[src/rtl/dac_ctrl_pkg.sv]
// Shared constants, field positions and types for the DAC control register bank
package dac_ctrl_pkg;
  // Serial frame layout
  localparam int FRAME_BITS = 24;                  // Bits in one write frame
  localparam int F_RW       = 23;                  // Read/write flag
  localparam int F_DEV_HI   = 22;                  // Device address field
  localparam int F_DEV_LO   = 21;
  localparam int F_SEL_HI   = 20;                  // Register selector field
  localparam int F_SEL_LO   = 18;
  localparam int F_CH_HI    = 17;                  // Channel address field
  localparam int F_CH_LO    = 16;
  localparam int F_CTL_HI   = 15;                  // Control selector field
  localparam int F_CTL_LO   = 13;
  localparam logic [2:0] SEL_CONTROL  = 3'h7;      // Selector for control registers
  localparam logic [2:0] CTL_GLOBAL   = 3'h1;      // Global control register
  localparam logic [2:0] CTL_CHANNEL  = 3'h2;      // Per-channel control register
  localparam logic [2:0] CTL_SOFTWARE = 3'h4;      // Software command register
  // Global control fields
  localparam int G_STATUS_ON_WRITE = 11;
  localparam int G_WD_ENABLE       = 10;
  localparam int G_WD_SEL_HI       = 9;
  localparam int G_WD_SEL_LO       = 8;
  localparam int G_ALL_OUTPUTS     = 5;
  localparam int G_ALL_CONVERTERS  = 4;
  // Channel control fields
  localparam int C_INT_ENABLE  = 8;
  localparam int C_CLEAR_EN    = 7;
  localparam int C_OUTPUT_EN   = 6;
  localparam int C_SENSE_SEL   = 5;
  localparam int C_CONV_POWER  = 4;
  localparam int C_RANGE_HI    = 2;
  localparam int C_RANGE_LO    = 0;
  localparam logic [2:0] RANGE_4_20  = 3'h4;       // 4 to 20 mA
  localparam logic [2:0] RANGE_0_20  = 3'h5;       // 0 to 20 mA
  localparam logic [2:0] RANGE_0_24  = 3'h6;       // 0 to 24 mA
  localparam logic [2:0] RANGE_RESET = RANGE_4_20; // Range after reset
  // Software command fields
  localparam int S_USER_BIT = 12;
  localparam int S_CODE_HI  = 11;
  localparam logic [11:0] CODE_KEEPALIVE = 12'h195; // Watchdog keep-alive
  localparam logic [11:0] CODE_RESET     = 12'h555; // Full software reset
  // Status word readback positions
  localparam int ST_USER  = 11;
  localparam int ST_ALERT = 0;
  // Watchdog timing: a millisecond tick, then whole ticks per timeout
  localparam int CLK_HZ      = 125_000_000;
  localparam int TICK_MS     = 1;
  localparam int TICK_CYCLES = CLK_HZ / 1000 * TICK_MS;
  localparam int WD_T0_MS    = 5;
  localparam int WD_T1_MS    = 10;
  localparam int WD_T2_MS    = 100;
  localparam int WD_T3_MS    = 200;
  localparam int TICK_W      = 17;                 // Holds TICK_CYCLES
  localparam int WD_CNT_W    = 8;                  // Holds the longest timeout in ticks

  // Receiver states
  typedef enum logic [1:0] {
    RX_IDLE  = 2'b01,
    RX_SHIFT = 2'b10
  } rx_state_t;

  // Timeout in ticks for a select code
  function automatic logic [WD_CNT_W-1:0] wd_limit(input logic [1:0] sel);
    case (sel)
      2'h0:    wd_limit = WD_CNT_W'(WD_T0_MS / TICK_MS);
      2'h1:    wd_limit = WD_CNT_W'(WD_T1_MS / TICK_MS);
      2'h2:    wd_limit = WD_CNT_W'(WD_T2_MS / TICK_MS);
      default: wd_limit = WD_CNT_W'(WD_T3_MS / TICK_MS);
    endcase
  endfunction

  // True for the three defined range codes
  function automatic logic range_valid(input logic [2:0] code);
    range_valid = (code == RANGE_4_20) || (code == RANGE_0_20) || (code == RANGE_0_24);
  endfunction
endpackage

[src/rtl/dac_ctrl_if.sv]
// Interfaces joining the register bank to its frame receiver and watchdog
interface frame_if;
  logic        frame_valid;  // One-cycle pulse, complete frame
  logic [23:0] frame_data;   // Received frame, stable with the pulse
  logic [15:0] status_word;  // Word returned during a write
  logic        readback_en;  // Return status during writes
  modport rx   (output frame_valid, frame_data, input status_word, readback_en);
  modport bank (input frame_valid, frame_data, output status_word, readback_en);
endinterface

interface wd_if;
  logic       enable;        // Watchdog running
  logic [1:0] sel;           // Timeout select
  logic       kick;          // One-cycle keep-alive pulse
  logic       timeout;       // Fault level
  modport timer (input enable, sel, kick, output timeout);
  modport bank  (output enable, sel, kick, input timeout);
endinterface

[src/rtl/quad_dac_control_register_bank.sv]
// Control register bank of a four-channel current-output DAC
// Behaviour
// - Writes are 24-bit frames with fixed fields
// - Selector all ones picks control registers
// - Global bit 11 enables status return on writes
// - Global bit 10 starts or stops the watchdog
// - Timeout select: 5, 10, 100, 200 ms
// - Global bit 5 enables all four outputs
// - Global bit 4 powers all four converters
// - Control selector 010 writes addressed channel register
// - Channel bit 8 powers internals, not output
// - Channel bit 7 lets clear pin reach channel
// - Channel bit 6 enables that channel's output
// - Channel bit 5: external or internal sense
// - Channel bit 4 powers that channel's converter
// - Range codes 100, 101, 110 decoded
// - Control selector 100 writes software register
// - Software user bit echoes into status bit 11
// - Missed keep-alive raises the alert output
// - Code 0x555 performs full software reset
module quad_dac_control_register_bank #(
  parameter int TICK_CYCLES = dac_ctrl_pkg::TICK_CYCLES  // Cycles per watchdog tick
) (
  input  wire logic        sys_clk_in,          // System clock, 125 MHz
  input  wire logic        resetn_in,           // Synchronous reset, active low
  input  wire logic        sclk_in,             // Serial clock pin
  input  wire logic        sync_n_in,           // Frame select pin, active low
  input  wire logic        sdi_in,              // Serial data in pin
  input  wire logic [1:0]  dev_addr_in,         // Device address straps
  input  wire logic        clear_in,            // Clear pin, active high
  output logic             sdo_out,             // Serial data out
  output logic             sdo_oe_out,          // Drive enable for serial data out
  output logic [3:0]       output_enable_out,   // Channel output enabled
  output logic [3:0]       converter_power_out, // Channel converter powered
  output logic [3:0]       internal_enable_out, // Channel DAC and amplifiers powered
  output logic [3:0]       sense_select_out,    // 1 internal, 0 external sense resistor
  output logic [11:0]      range_out,           // Range code, 3 bits per channel
  output logic [3:0]       channel_clear_out,   // Channel being cleared
  output logic             alert_out            // Watchdog fault, active high
);
  frame_if fr ();
  wd_if    wd ();

  typedef struct packed {
    logic [1:0]       dev_s1, dev_s2;    // Strap synchroniser
    logic             clr_s1, clr_s2;    // Clear pin synchroniser
    logic             status_on_write_enable; // Status return on writes
    logic             watchdog_enable;   // Watchdog running
    logic [1:0]       watchdog_timeout_select; // Timeout code
    logic             all_outputs_enable;   // Every output on
    logic             all_converters_power; // Every converter on
    logic [3:0]       int_enable;        // Per-channel internal enable
    logic [3:0]       channel_clear_enable; // Per-channel clear response
    logic [3:0]       channel_output_enable; // Per-channel output enable
    logic [3:0]       sense_resistor_select; // Per-channel sense choice
    logic [3:0]       channel_converter_power; // Per-channel converter
    logic [3:0][2:0]  output_range_code; // Per-channel range
    logic             user_bit;          // Echoed into status
    logic             kick;              // Keep-alive pulse
    logic [3:0]       oe_o, pwr_o, int_o, sense_o, clr_o; // Registered outputs
    logic [11:0]      range_o;
    logic             alert_o;
  } bank_st_t;

  // Reset image; range starts on a defined code rather than an unused one
  localparam bank_st_t BANK_RESET = '{
    output_range_code: {4{dac_ctrl_pkg::RANGE_RESET}},
    range_o:           {4{dac_ctrl_pkg::RANGE_RESET}},
    default:           '0
  };

  bank_st_t    q, n;
  logic        accept;
  logic [2:0]  ctl;
  logic [1:0]  chan;
  logic [15:0] data;
  logic [11:0] code;

  // Serial receiver, owns the serial pin synchronisers and readback shifter
  serial_frame_rx u_rx (
    .sys_clk_in (sys_clk_in),
    .resetn_in  (resetn_in),
    .sclk_in    (sclk_in),
    .sync_n_in  (sync_n_in),
    .sdi_in     (sdi_in),
    .sdo_out    (sdo_out),
    .sdo_oe_out (sdo_oe_out),
    .fr         (fr.rx)
  );

  // Interface watchdog
  watchdog_timer #(
    .TICK_CYCLES (TICK_CYCLES)
  ) u_wd (
    .sys_clk_in (sys_clk_in),
    .resetn_in  (resetn_in),
    .wd         (wd.timer)
  );

  // Frame field split
  always_comb begin
    ctl    = fr.frame_data[dac_ctrl_pkg::F_CTL_HI:dac_ctrl_pkg::F_CTL_LO];
    chan   = fr.frame_data[dac_ctrl_pkg::F_CH_HI:dac_ctrl_pkg::F_CH_LO];
    data   = fr.frame_data[15:0];
    code   = data[dac_ctrl_pkg::S_CODE_HI:0];
    // Only writes to this device's address and the control selector are taken
    accept = fr.frame_valid
           & ~fr.frame_data[dac_ctrl_pkg::F_RW]
           & (fr.frame_data[dac_ctrl_pkg::F_DEV_HI:dac_ctrl_pkg::F_DEV_LO] == q.dev_s2)
           & (fr.frame_data[dac_ctrl_pkg::F_SEL_HI:dac_ctrl_pkg::F_SEL_LO]
              == dac_ctrl_pkg::SEL_CONTROL);
  end

  // Register writes and output composition
  always_comb begin
    n      = q;
    n.kick = 1'b0;
    if (accept) begin
      case (ctl)
        dac_ctrl_pkg::CTL_GLOBAL: begin
          n.status_on_write_enable  = data[dac_ctrl_pkg::G_STATUS_ON_WRITE];
          n.watchdog_enable         = data[dac_ctrl_pkg::G_WD_ENABLE];
          n.watchdog_timeout_select =
            data[dac_ctrl_pkg::G_WD_SEL_HI:dac_ctrl_pkg::G_WD_SEL_LO];
          n.all_outputs_enable      = data[dac_ctrl_pkg::G_ALL_OUTPUTS];
          n.all_converters_power    = data[dac_ctrl_pkg::G_ALL_CONVERTERS];
        end
        dac_ctrl_pkg::CTL_CHANNEL: begin
          // Only the addressed channel changes
          n.int_enable[chan]              = data[dac_ctrl_pkg::C_INT_ENABLE];
          n.channel_clear_enable[chan]    = data[dac_ctrl_pkg::C_CLEAR_EN];
          n.channel_output_enable[chan]   = data[dac_ctrl_pkg::C_OUTPUT_EN];
          n.sense_resistor_select[chan]   = data[dac_ctrl_pkg::C_SENSE_SEL];
          n.channel_converter_power[chan] = data[dac_ctrl_pkg::C_CONV_POWER];
          // An undefined range code keeps the old range
          if (dac_ctrl_pkg::range_valid(data[dac_ctrl_pkg::C_RANGE_HI:dac_ctrl_pkg::C_RANGE_LO]))
          begin
            n.output_range_code[chan] =
              data[dac_ctrl_pkg::C_RANGE_HI:dac_ctrl_pkg::C_RANGE_LO];
          end
        end
        dac_ctrl_pkg::CTL_SOFTWARE: begin
          n.user_bit = data[dac_ctrl_pkg::S_USER_BIT];
          if (code == dac_ctrl_pkg::CODE_RESET) begin
            // Everything but the pin synchronisers and alert_o, which follows wd.timeout, returns to reset
            n = BANK_RESET;
          end else if (code == dac_ctrl_pkg::CODE_KEEPALIVE) begin
            n.kick = 1'b1;
          end
        end
        default: begin
          // Other control registers are not held here
        end
      endcase
    end
    // Synchronisers: first stage feeds only the second
    n.dev_s1 = dev_addr_in;
    n.dev_s2 = q.dev_s1;
    n.clr_s1 = clear_in;
    n.clr_s2 = q.clr_s1;
    // Global bits OR onto the channel bits; mixing both is left to the host
    n.oe_o    = n.channel_output_enable | {4{n.all_outputs_enable}};
    n.pwr_o   = n.channel_converter_power | {4{n.all_converters_power}};
    n.int_o   = n.int_enable;
    n.sense_o = n.sense_resistor_select;
    n.range_o = n.output_range_code;
    n.clr_o   = n.channel_clear_enable & {4{q.clr_s2}};
    n.alert_o = wd.timeout;
  end

  // State register
  always_ff @(posedge sys_clk_in) begin
    if (!resetn_in) begin
      q <= BANK_RESET;
    end else begin
      q <= n;
    end
  end

  // Status word returned during writes
  always_comb begin
    fr.status_word                        = 16'h0000;
    fr.status_word[dac_ctrl_pkg::ST_USER]  = q.user_bit;
    fr.status_word[dac_ctrl_pkg::ST_ALERT] = q.alert_o;
  end

  assign fr.readback_en = q.status_on_write_enable;
  assign wd.enable      = q.watchdog_enable;
  assign wd.sel         = q.watchdog_timeout_select;
  assign wd.kick        = q.kick;

  assign output_enable_out   = q.oe_o;
  assign converter_power_out = q.pwr_o;
  assign internal_enable_out = q.int_o;
  assign sense_select_out    = q.sense_o;
  assign range_out           = q.range_o;
  assign channel_clear_out   = q.clr_o;
  assign alert_out           = q.alert_o;
endmodule

[src/rtl/serial_frame_rx.sv]
// Serial frame receiver with status shift-out, sampled on the system clock
module serial_frame_rx (
  input  wire logic sys_clk_in,   // System clock
  input  wire logic resetn_in,    // Synchronous reset, active low
  input  wire logic sclk_in,      // Serial clock pin
  input  wire logic sync_n_in,    // Frame select pin, active low
  input  wire logic sdi_in,       // Serial data in
  output logic      sdo_out,      // Serial data out
  output logic      sdo_oe_out,   // Serial data out drive enable
  frame_if.rx       fr            // Frame towards the bank
);
  typedef struct packed {
    logic                    sclk_s1, sclk_s2, sclk_s3;  // Clock sync and history
    logic                    sync_s1, sync_s2, sync_s3;  // Select sync and history
    logic                    sdi_s1, sdi_s2;             // Data sync
    dac_ctrl_pkg::rx_state_t state;                      // Receiver state
    logic [23:0]             shift;                      // Incoming bits
    logic [4:0]              cnt;                        // Bits taken, saturates past 24
    logic                    valid;                      // Frame pulse
    logic [23:0]             out_shift;                  // Outgoing bits
    logic                    sdo, sdo_oe;                // Pin drive
  } rx_st_t;

  rx_st_t q, n;
  logic   sclk_fall, sclk_rise, sel_fall, sel_rise;

  // Edges are found on the second and third stages only
  always_comb begin
    n = q;
    n.valid   = 1'b0;
    n.sclk_s1 = sclk_in;
    n.sclk_s2 = q.sclk_s1;
    n.sclk_s3 = q.sclk_s2;
    n.sync_s1 = sync_n_in;
    n.sync_s2 = q.sync_s1;
    n.sync_s3 = q.sync_s2;
    n.sdi_s1  = sdi_in;
    n.sdi_s2  = q.sdi_s1;
    sclk_fall = q.sclk_s3 & ~q.sclk_s2;
    sclk_rise = ~q.sclk_s3 & q.sclk_s2;
    sel_fall  = q.sync_s3 & ~q.sync_s2;
    sel_rise  = ~q.sync_s3 & q.sync_s2;
    case (q.state)
      dac_ctrl_pkg::RX_IDLE: begin
        // Frame start: load the status word, first bit on the pin at once
        if (sel_fall) begin
          n.state     = dac_ctrl_pkg::RX_SHIFT;
          n.cnt       = 5'h00;
          n.out_shift = {8'h00, fr.status_word};
          n.sdo       = 1'b0;
          n.sdo_oe    = fr.readback_en;
        end
      end
      dac_ctrl_pkg::RX_SHIFT: begin
        if (sel_rise) begin
          // Only an exact 24-bit frame is passed on; others are dropped
          n.state  = dac_ctrl_pkg::RX_IDLE;
          n.sdo_oe = 1'b0;
          n.sdo    = 1'b0;
          n.valid  = (q.cnt == 5'(dac_ctrl_pkg::FRAME_BITS));
        end else begin
          // Data taken on falling edges, MSB first
          if (sclk_fall) begin
            n.shift = {q.shift[22:0], q.sdi_s2};
            if (q.cnt <= 5'(dac_ctrl_pkg::FRAME_BITS)) begin
              n.cnt = q.cnt + 5'h01;
            end
          end
          // Readback advances on rising edges so it is steady at the host's sample
          if (sclk_rise) begin
            n.out_shift = {q.out_shift[22:0], 1'b0};
            n.sdo       = q.out_shift[22];
          end
        end
      end
      default: begin
        n.state  = dac_ctrl_pkg::RX_IDLE;
        n.sdo_oe = 1'b0;
      end
    endcase
  end

  // State register
  always_ff @(posedge sys_clk_in) begin
    if (!resetn_in) begin
      q       <= '0;
      q.state <= dac_ctrl_pkg::RX_IDLE;
      q.sclk_s1 <= 1'b1;
      q.sclk_s2 <= 1'b1;
      q.sclk_s3 <= 1'b1;
      q.sync_s1 <= 1'b1;
      q.sync_s2 <= 1'b1;
      q.sync_s3 <= 1'b1;
    end else begin
      q <= n;
    end
  end

  assign fr.frame_valid = q.valid;
  assign fr.frame_data  = q.shift;
  assign sdo_out        = q.sdo;
  assign sdo_oe_out     = q.sdo_oe;
endmodule

[src/rtl/watchdog_timer.sv]
// Interface watchdog: millisecond tick divider and timeout counter
module watchdog_timer #(
  parameter int TICK_CYCLES = dac_ctrl_pkg::TICK_CYCLES  // Cycles per tick
) (
  input  wire logic sys_clk_in,  // System clock
  input  wire logic resetn_in,   // Synchronous reset, active low
  wd_if.timer       wd           // Control and fault
);
  typedef struct packed {
    logic [dac_ctrl_pkg::TICK_W-1:0]   tick;     // Divider
    logic [dac_ctrl_pkg::WD_CNT_W-1:0] count;    // Ticks since last keep-alive
    logic                              timeout;  // Fault
  } wd_st_t;

  wd_st_t q, n;
  logic   expire;

  // Count ticks; a fresh expiry beats a kick in the same cycle, while a
  // standing fault is cleared by the next kick even though count sits at limit
  always_comb begin
    n      = q;
    expire = (q.count >= dac_ctrl_pkg::wd_limit(wd.sel));
    if (!wd.enable) begin
      n = '0;
    end else begin
      n.timeout = (expire & ~q.timeout) | (q.timeout & ~wd.kick);
      if (wd.kick) begin
        n.tick  = '0;
        n.count = '0;
      end else if (q.tick == dac_ctrl_pkg::TICK_W'(TICK_CYCLES - 1)) begin
        n.tick = '0;
        if (!expire) begin
          n.count = q.count + 1'b1;
        end
      end else begin
        n.tick = q.tick + 1'b1;
      end
    end
  end

  // State register
  always_ff @(posedge sys_clk_in) begin
    if (!resetn_in) begin
      q <= '0;
    end else begin
      q <= n;
    end
  end

  assign wd.timeout = q.timeout;
endmodule

[config.mk]
export PLATFORM = sky130hd
export DESIGN_NAME = quad_dac_control_register_bank
export DESIGN_NICKNAME = d
export VERILOG_FILES = /design/src/rtl/dac_ctrl_pkg.sv /design/src/rtl/dac_ctrl_if.sv /design/src/rtl/quad_dac_control_register_bank.sv /design/src/rtl/serial_frame_rx.sv /design/src/rtl/watchdog_timer.sv
export SDC_FILE = /design/constraint.sdc
export NUM_CORES = 1
export LEC_CHECK = 0
export BUFFER_PORTS_ARGS = -buffer_cell sky130_fd_sc_hd__buf_2
export CORE_MARGIN = 1.5
export CORE_UTILIZATION = 45
export DETAILED_ROUTE_END_ITERATION = 12
export PLACE_DENSITY_LB_ADDON = 0.2
export SETUP_SLACK_MARGIN = 0.3
export SYNTH_ARGS = -nofsm -noshare
export SYNTH_HDL_FRONTEND = slang
export SYNTH_SLANG_ARGS = --single-unit
[constraint.sdc]
create_clock -name sys_clk_in -period 2.2 [get_ports sys_clk_in]
set_input_delay 0.33 -clock sys_clk_in [delete_from_list [all_inputs] [get_ports sys_clk_in]]
set_output_delay 0.33 -clock sys_clk_in [all_outputs]
set_load 0.005 [all_outputs]
==> metrics, run 1 <==
wire per inst=14.7 um; Die Height=124 um; Clock Sink Count=150; die area=15300 um^2; CTS H-Tree Depth=4; Worst-Skew Late Latency=0.42 ns; Slowest-stage cell, CP=or4_4; DRT iter0 DRCs=324; Switching Fraction=0.204; Clock Path Buffers=2; fin nets=807; Power Dens Cells=763 nW/um^2; worst clock skew=0.0118 ns; Largest delay share family, worst path=simple AND/OR/NAND/NOR gates; sequential power share=0.456; max cap viols=0; VDD IR-drop max=0.535 mV; DRC viols=0; final cycle utilization of the critical path=0.991; Cells after Synth=760; DP Worst Slack=0.0108 ns; RePlAce Congestion=0.816; First-pass DRT Iterations=5; startpoint types=register; Final setup viols=0; synth unique cells=58; largest net degree at the start of global routing=42; Ys Warns=0; DP HPWL=9.45 mm; vias in the first global route=5008; HP Class=primary input to register; Initial Utilization=0.467; grt ovf=0; area occupied by multi-input gates=3350 um^2; via/cell ratio=5.42; Worst slew margin=0.582; Final WS setup=0.0208 ns; CP Max Fanout=7; cell area after layout=7860 um^2; Detailed Route WL=14.4 mm; clock share of power=0.518; crit-path cells=or4b_4 > or2_4 > or4_4 > o21ai_4 > o22ai_1; dpl cell area=6830 um^2; root buffer cell=clkbuf_16; EDFF count, synth=0; FF/Latch Area=3020 um^2; first-pass GRT wire length=24.1 mm; Pint=4.77 mW; port bufs=42; final hold vios=0; Syn Area/Cell=8.63 um^2; crit-path max cell delay=0.63 ns; WP buf/inv=0; die span in x=124 um; clk slew on worst S/H paths=0.06 ns; Area Growth Syn to Fin=19.7%; area of the core=14000 um^2; Leak=2.80 nW; fmax=459 MHz; CP Data Arrival Time=2.47 ns; WP data required=2.49 ns; Ports=43; Combinational Power Share=0.026; Core Rows=43; Tot Pwr=6.00 mW; Vias=5310; max-slew violations=0; initial antenna violation count=0; flops & latches, synth=150; WS Path Type=register to register; Net Count, Synth=780; endpoint class of the critical path=register; status=finished, final reports clean; final antenna diode count=0; fill count=1237; post-route ant nets=0; Slew @ Worst Pin=0.626 ns; top_reg_cell synth=dfxtp_1; Psw=1.22 mW; RSZ-0062 raised after global routing=true; CTS tree=done; Post-Syn Area=6560 um^2; min Tclk post-route=2.18 ns; ys async rst share=0; Tot GR Track Use=0.198; share of layout cells above drive strength 1=0.236; clock buffer count from CTS=17; Seq/Total Area, Yosys=0.458
-- area by class of cell --
cell class / instances / share of cell area
multi-input cells: 508 / 0.426
clock inverters: 12 / 0.0221
well taps: 180 / 0.0287
flip-flops and latches: 150 / 0.384
repair buffers: 77 / 0.0637
inverters: 33 / 0.0161
clock buffers: 20 / 0.0594
-- placed cells by master (no fill, tap or decap), drive strengths merged, types with 7 or more instances in the layout --
cell    count
dfxtp     150
or4         8
clkbuf     20
nand2     117
o21ai      32
inv        33
nor2       48
a21oi      38
clkinv      7
nor2b      19
buf        77
a21boi     30
xor2       14
ha         12
nand4      10
a22o        8
o31ai      11
a221o       8
nand2b     11
nor4       18
nand3      19
o22ai      17
and2       17
mux2        9
-- registers in the layout, indices dropped and copies added (netlist names), 2 cells and up --
signal / flops
channel_clear_out: 4
u_rx.fr.frame_data: 24
u_wd.q: 25
range_out: 3
converter_power_out: 4
wd.sel: 2
q: 26
u_rx.q: 33
sense_select_out: 4
output_enable_out: 4
u_rx.n: 5
internal_enable_out: 4
n: 3
-- kinds of logic (layout without fill, tap and decap cells) --
kind of cell / count (synthesis) / in the layout / synth area share
xor gates and xnor gates: 19 / 19 / 0.0254
and+or+nand+nor: 292 / 292 / 0.221
AOI/OAI and AO/OA: 172 / 174 / 0.176
muxes: 10 / 10 / 0.0170
adders and majority gates: 13 / 13 / 0.0244
buffers and inverters: 104 / 142 / 0.0789
DFF: 150 / 150 / 0.458
-- path summary, 6_finish.rpt --
path	to	slack, ns	startpoint	cells after the start
worst max-delay path	sense_select_out[0]$_SDFFE_PN0P_	0.02	u_rx.fr.frame_data[1]$_SDFFE_PN0P_	5
worst min-delay path	u_rx.n[64]$_SDFF_PN1_	0.08	sclk_in	2
worst max register to register	sense_select_out[0]$_SDFFE_PN0P_	0.02	u_rx.fr.frame_data[1]$_SDFFE_PN0P_	5
worst min register to register	u_rx.n[60]$_SDFF_PN1_	0.42	u_rx.n[61]$_SDFF_PN1_	1
-- metrics by stage --
stage / utilization / cells / hold WS (ns) / TNS, ns
floorplan: - / 760 / 0.386 / 0
global placement: 0.487 / 936 / 0.398 / 0
detailed placement: 0.487 / 936 / 0.403 / 0
CTS: 0.545 / 978 / 0.0735 / 0
global route: 0.559 / 980 / 0.0822 / -0.452
finish: 0.559 / 980 / 0.0849 / 0
-- cells in the mapped netlist, drive strengths merged (2+ instances only) --
library cell,n,area (um^2)
dfxtp,150,3000
nand2,117,439
nor2,48,180
a21oi,38,194
clkbuf,36,135
buf,35,259
inv,32,120
o21ai,32,160
a21boi,30,225
nand3,19,95.1
nor2b,19,119
nor4,18,128
and2,17,106
o22ai,17,106
xor2,14,123
ha,12,150
nand2b,11,68.8
o31ai,11,82.6
nand4,10,62.6
mux2,9,101
a221o,8,80.1
a22o,8,70.1
or4,8,63.8
and3,6,37.5
a21o,5,45.0
xnor2,5,43.8
a22oi,4,30.0
a211o,3,26.3
a211oi,3,22.5
nand3b,3,22.5
nor3b,3,22.5
or2,3,18.8
a32oi,2,17.5
and4,2,17.5
o211ai,2,15.0
o21a,2,15.0
o31a,2,17.5
or3,2,12.5
or3b,2,17.5
-- worst register-to-register path: cells and delay by family, from the launching register on --
family | cells | cell delay, ns
compound gates | 2 | 0.28
flops | 1 | 0.32
simple gates | 3 | 1.45
-- metal layers --
metal,vias up,part of all wire,global-route usage
met4,0,0.013,0.0611
met2,109,0.47,0.325
met3,18,0.041,0.0499
met1,2517,0.48,0.258
li1,2666,-,-
met5,-,0,0
-- power groups by stage --
stage / sequential, mW / combinational, mW / clock, mW
floorplan: 2.79 / 0.113 / 0
global placement: 2.80 / 0.145 / 0
detailed placement: 2.80 / 0.149 / 0
CTS: 2.73 / 0.156 / 3.16
global route: 2.74 / 0.174 / 3.28
finish: 2.74 / 0.158 / 3.10
-- what timing repair did --
| item | CTS | global route |
|---|---|---|
| pin swaps | 27 | 30 |
| setup buffers | 8 | 2 |
| setup endpoints to repair | 84 | 78 |
| cloned | 2 | 0 |
| gates resized for setup | 37 | 45 |
| hold buffers | 0 | 0 |
No activity file was read; power rests on OpenSTA's default activity.
==> run 2: changes to the inputs <==
--- a/config.mk
+++ b/config.mk
@@ -7,2 +7,3 @@
 export LEC_CHECK = 0
+export ABC_AREA = 1
 export BUFFER_PORTS_ARGS = -buffer_cell sky130_fd_sc_hd__buf_2
--- a/constraint.sdc
+++ b/constraint.sdc
@@ -3,2 +3,2 @@
 set_output_delay 0.33 -clock sys_clk_in [all_outputs]
-set_load 0.005 [all_outputs]
+set_load 0.1 [all_outputs]
==> run 2 against run 1 <==
  * Largest power group unchanged
  * Critical endpoint is now u_wd.q[1]$_SDFFE_PP0P_
  * First-iteration DRC count grew 13%
  * Area after synthesis is 8.0% higher
  * Global-route usage fell by 0.48 points
==> metrics, run 2 <==
max cap viols=0 (unchanged); M1 GR Usage=0.270 (+0.0115); RSZ-0062 raised after global routing=false; area leader, netlist=dfxtp_1; Clock Sink Count=150 (unchanged); proportion of synthesized area in mux cells=0 (-0.0170); Final setup viols=0 (unchanged); Synth Area in Adders=0.0212 (-0.00323); Non-Filler Instances=1227 (+25%); DRT iter0 DRCs=367 (+13%); Setup TNS=0 ns (unchanged); met2 global-route usage=0.298 (-0.0267); count leader, synth=nand2_1; final cycle utilization of the critical path=0.772 (-0.219); Leak=3.44 nW (+23%); final hold vios=0 (unchanged); worst clock skew=0.00629 ns (-0.00555 ns); Syn Area/Cell=7.12 um^2 (-17%); Synth Area in Compound Gates=0.130 (-0.0452); CTS tree=done; Post-Syn Area=7090 um^2 (+8.0%); grt ovf=0 (unchanged); Core Rows=45 (+4.7%); vias in the first global route=5493 (+9.7%); DP HPWL=10.2 mm (+7.5%); ys async rst share=0 (unchanged); initial antenna violation count=0 (unchanged); clk slew on worst S/H paths=0.06 ns (about the same); top_reg_cell synth=dfxtp_1; root buffer cell=clkbuf_16; Vias=5959 (+12%); Hold Path End=u_rx.n[61]$_SDFF_PN1_; met3 Track Usage GR=0.0478 (-0.00209); CTS H-Tree Depth=4 (unchanged); fill count=1536 (+24%); Cells after Synth=995 (+31%); share of layout cells above drive strength 1=0.134 (-0.102); Biggest register=u_rx.q; max-slew violations=0 (unchanged); flops & latches, synth=150 (unchanged); Tot GR Track Use=0.194 (-0.00477); Post-synth top cells=nand2_1 (257), dfxtp_1 (150), inv_1 (100); FF-to-FF Start=wd.sel[1]$_SDFFE_PN0P_; area of the core=15300 um^2 (+9.1%); DRC viols=0 (unchanged); min Tclk post-route=1.70 ns (-0.481 ns); status=finished, final reports clean; fmax=589 MHz (+28%); top cells by area, synth=dfxtp_1 (42%), nand2_1 (14%), a21oi_1 (7.0%); RePlAce Congestion=0.866 (+6.1%); CP Data Arrival Time=2.00 ns (-0.47 ns); Synth Area in Simple Gates=0.289 (+0.0683); First-pass DRT Iterations=5 (unchanged); die area=16500 um^2 (+7.8%); final antenna diode count=0 (unchanged); Initial Utilization=0.463 (-0.00435); max FFs per register=33 (unchanged); CP Max Fanout=10 (+3); Seq/Total Area, Yosys=0.424 (-0.0341); Worst-Skew Late Latency=0.42 ns (about the same); Worst R2R End=u_wd.q[1]$_SDFFE_PP0P_; hold_buf cts=0 (unchanged); hold path cells=2 (unchanged); startpoint types=register; xor and xnor area share after synthesis=0.0136 (-0.0118); post-route ant nets=0 (unchanged); HP Class=primary input to register; first-pass GRT wire length=25.9 mm (+7.8%); most frequent cells in the layout=nand2_1 (257), dfxtp_1 (148), inv_1 (100); Register-to-Register Path Depth=11 (+6); Slew @ Worst Pin=0.529 ns (-0.0970 ns); Clock Path Buffers=2 (unchanged); reg-to-reg setup timing slack=0.50 ns (+0.48 ns); DP Cell Count=1193 (+27%); synth unique cells=38 (-34%); Area Growth Syn to Fin=11.0%; most utilized layer in the global route result=met2; Net Count, Synth=1015 (+30%); WP data required=2.50 ns (about the same); endpoint class of the critical path=register; Power Dens Cells=826 nW/um^2 (+8.2%); Detailed Route WL=15.0 mm (+3.8%); WS Path Type=register to register; critical hold path startpoint=sync_n_in; most common cell after layout, fill and taps aside=nand2_1; port bufs=42 (unchanged); biggest regs=u_rx.q x33, q x26, u_wd.q x25; die span in x=129 um (+3.9%); Ys Warns=0 (unchanged); largest net degree at the start of global routing=56 (+33%); via/cell ratio=4.86 (-10%); wire per inst=12.2 um (-17%); VDD IR-drop max=0.565 mV (+5.7%); Die Height=129 um (+3.9%); Ports=43 (unchanged); EDFF count, synth=0 (unchanged); post-synth top area share=0.424 (-0.0341); Worst slew margin=0.647 (+0.0656); fin nets=1024 (+27%); clock buffer count from CTS=17 (unchanged); largest family of logic cells by synthesized area=simple AND/OR/NAND/NOR gates
## run 2: per-stage QoR
stage                     worst slack, ns  hold slack, ns  utilization  cell area [um^2]  total power [mW]
final                               0.502          0.0989        0.514              7870              6.50
after global routing                0.321          0.0753        0.514              7870              6.80
after CTS                           0.418          0.0827        0.511              7830              6.57
after detailed placement            0.429           0.398        0.472              7230              3.59
after global placement              0.466           0.401        0.472              7230              3.59
after floorplan                     0.621           0.390            -              7090              3.44
## run 2: where the power goes
part / switching, mW / total [mW] / internal [mW]
registers: 0.0447 / 2.83 / 2.78
clock network: 1.13 / 2.97 / 1.84
logic: 0.505 / 0.704 / 0.199
total: 1.68 / 6.50 / 4.82
## run 2: per-layer routing
metal | vias up | wire (um)
li1 | 3200 | -
met1 | 2644 | 7600
met2 | 105 | 6680
met3 | 10 | 565
met4 | 0 | 138
met5 | - | 0
## run 2: how the worst max path moves through the flow
stage | startpoint | end | slack, ns | depth (start not counted)
after floorplan | wd.sel[1]$_SDFFE_PN0P_ | u_wd.q[1]$_SDFFE_PP0P_ | 0.62 | 12
after global placement | wd.sel[1]$_SDFFE_PN0P_ | u_wd.q[1]$_SDFFE_PP0P_ | 0.47 | 11
final | wd.sel[1]$_SDFFE_PN0P_ | u_wd.q[1]$_SDFFE_PP0P_ | 0.50 | 11
after detailed placement | wd.sel[0]$_SDFFE_PN0P_ | u_wd.q[1]$_SDFFE_PP0P_ | 0.43 | 11
after CTS | wd.sel[0]$_SDFFE_PN0P_ | u_wd.q[1]$_SDFFE_PP0P_ | 0.42 | 11
after global routing | u_rx.fr.frame_data[15]$_SDFFE_PN0P_ | internal_enable_out[0]$_SDFFE_PN0P_ | 0.32 | 7
## run 2: cell families (layout without fill, tap and decap cells)
group	after synthesis	in the layout
AO/OA/AOI/OAI	180	180
XOR/XNOR	11	11
adder cells (fa/ha/maj)	12	12
buffers and inverters	182	203
flip-flops	150	150
AND/OR/NAND/NOR	460	460
## run 2: worst max-delay path: stages, from the launching register on
cell     delay [ns]
dfxtp_2        0.35
inv_1          0.09
nand2_1        0.06
ha_1           0.28
nand2_1        0.07
nand3_1        0.07
nand2_1        0.06
nand2_1        0.05
nand2_2        0.18
nand3_2        0.19
nand2_1        0.11
a21oi_1        0.06
## run 2: area by class of cell
class,count,area [um^2],share of cell area
Clock inverter,11,150,0.0191
Multi-Input combinational cell,663,3220,0.409
Clock buffer,20,457,0.0580
Sequential cell,150,3010,0.382
Timing Repair Buffer,57,335,0.0426
Tap cell,211,264,0.0335
Inverter,115,438,0.0556
## run 2: what timing repair did
item | 4_1_cts | 5_1_grt
hold endpoints to repair | 0 | 0
setup buffers | 0 | 3
endpoints found under the setup margin | 0 | 16
resized for setup | 0 | 3
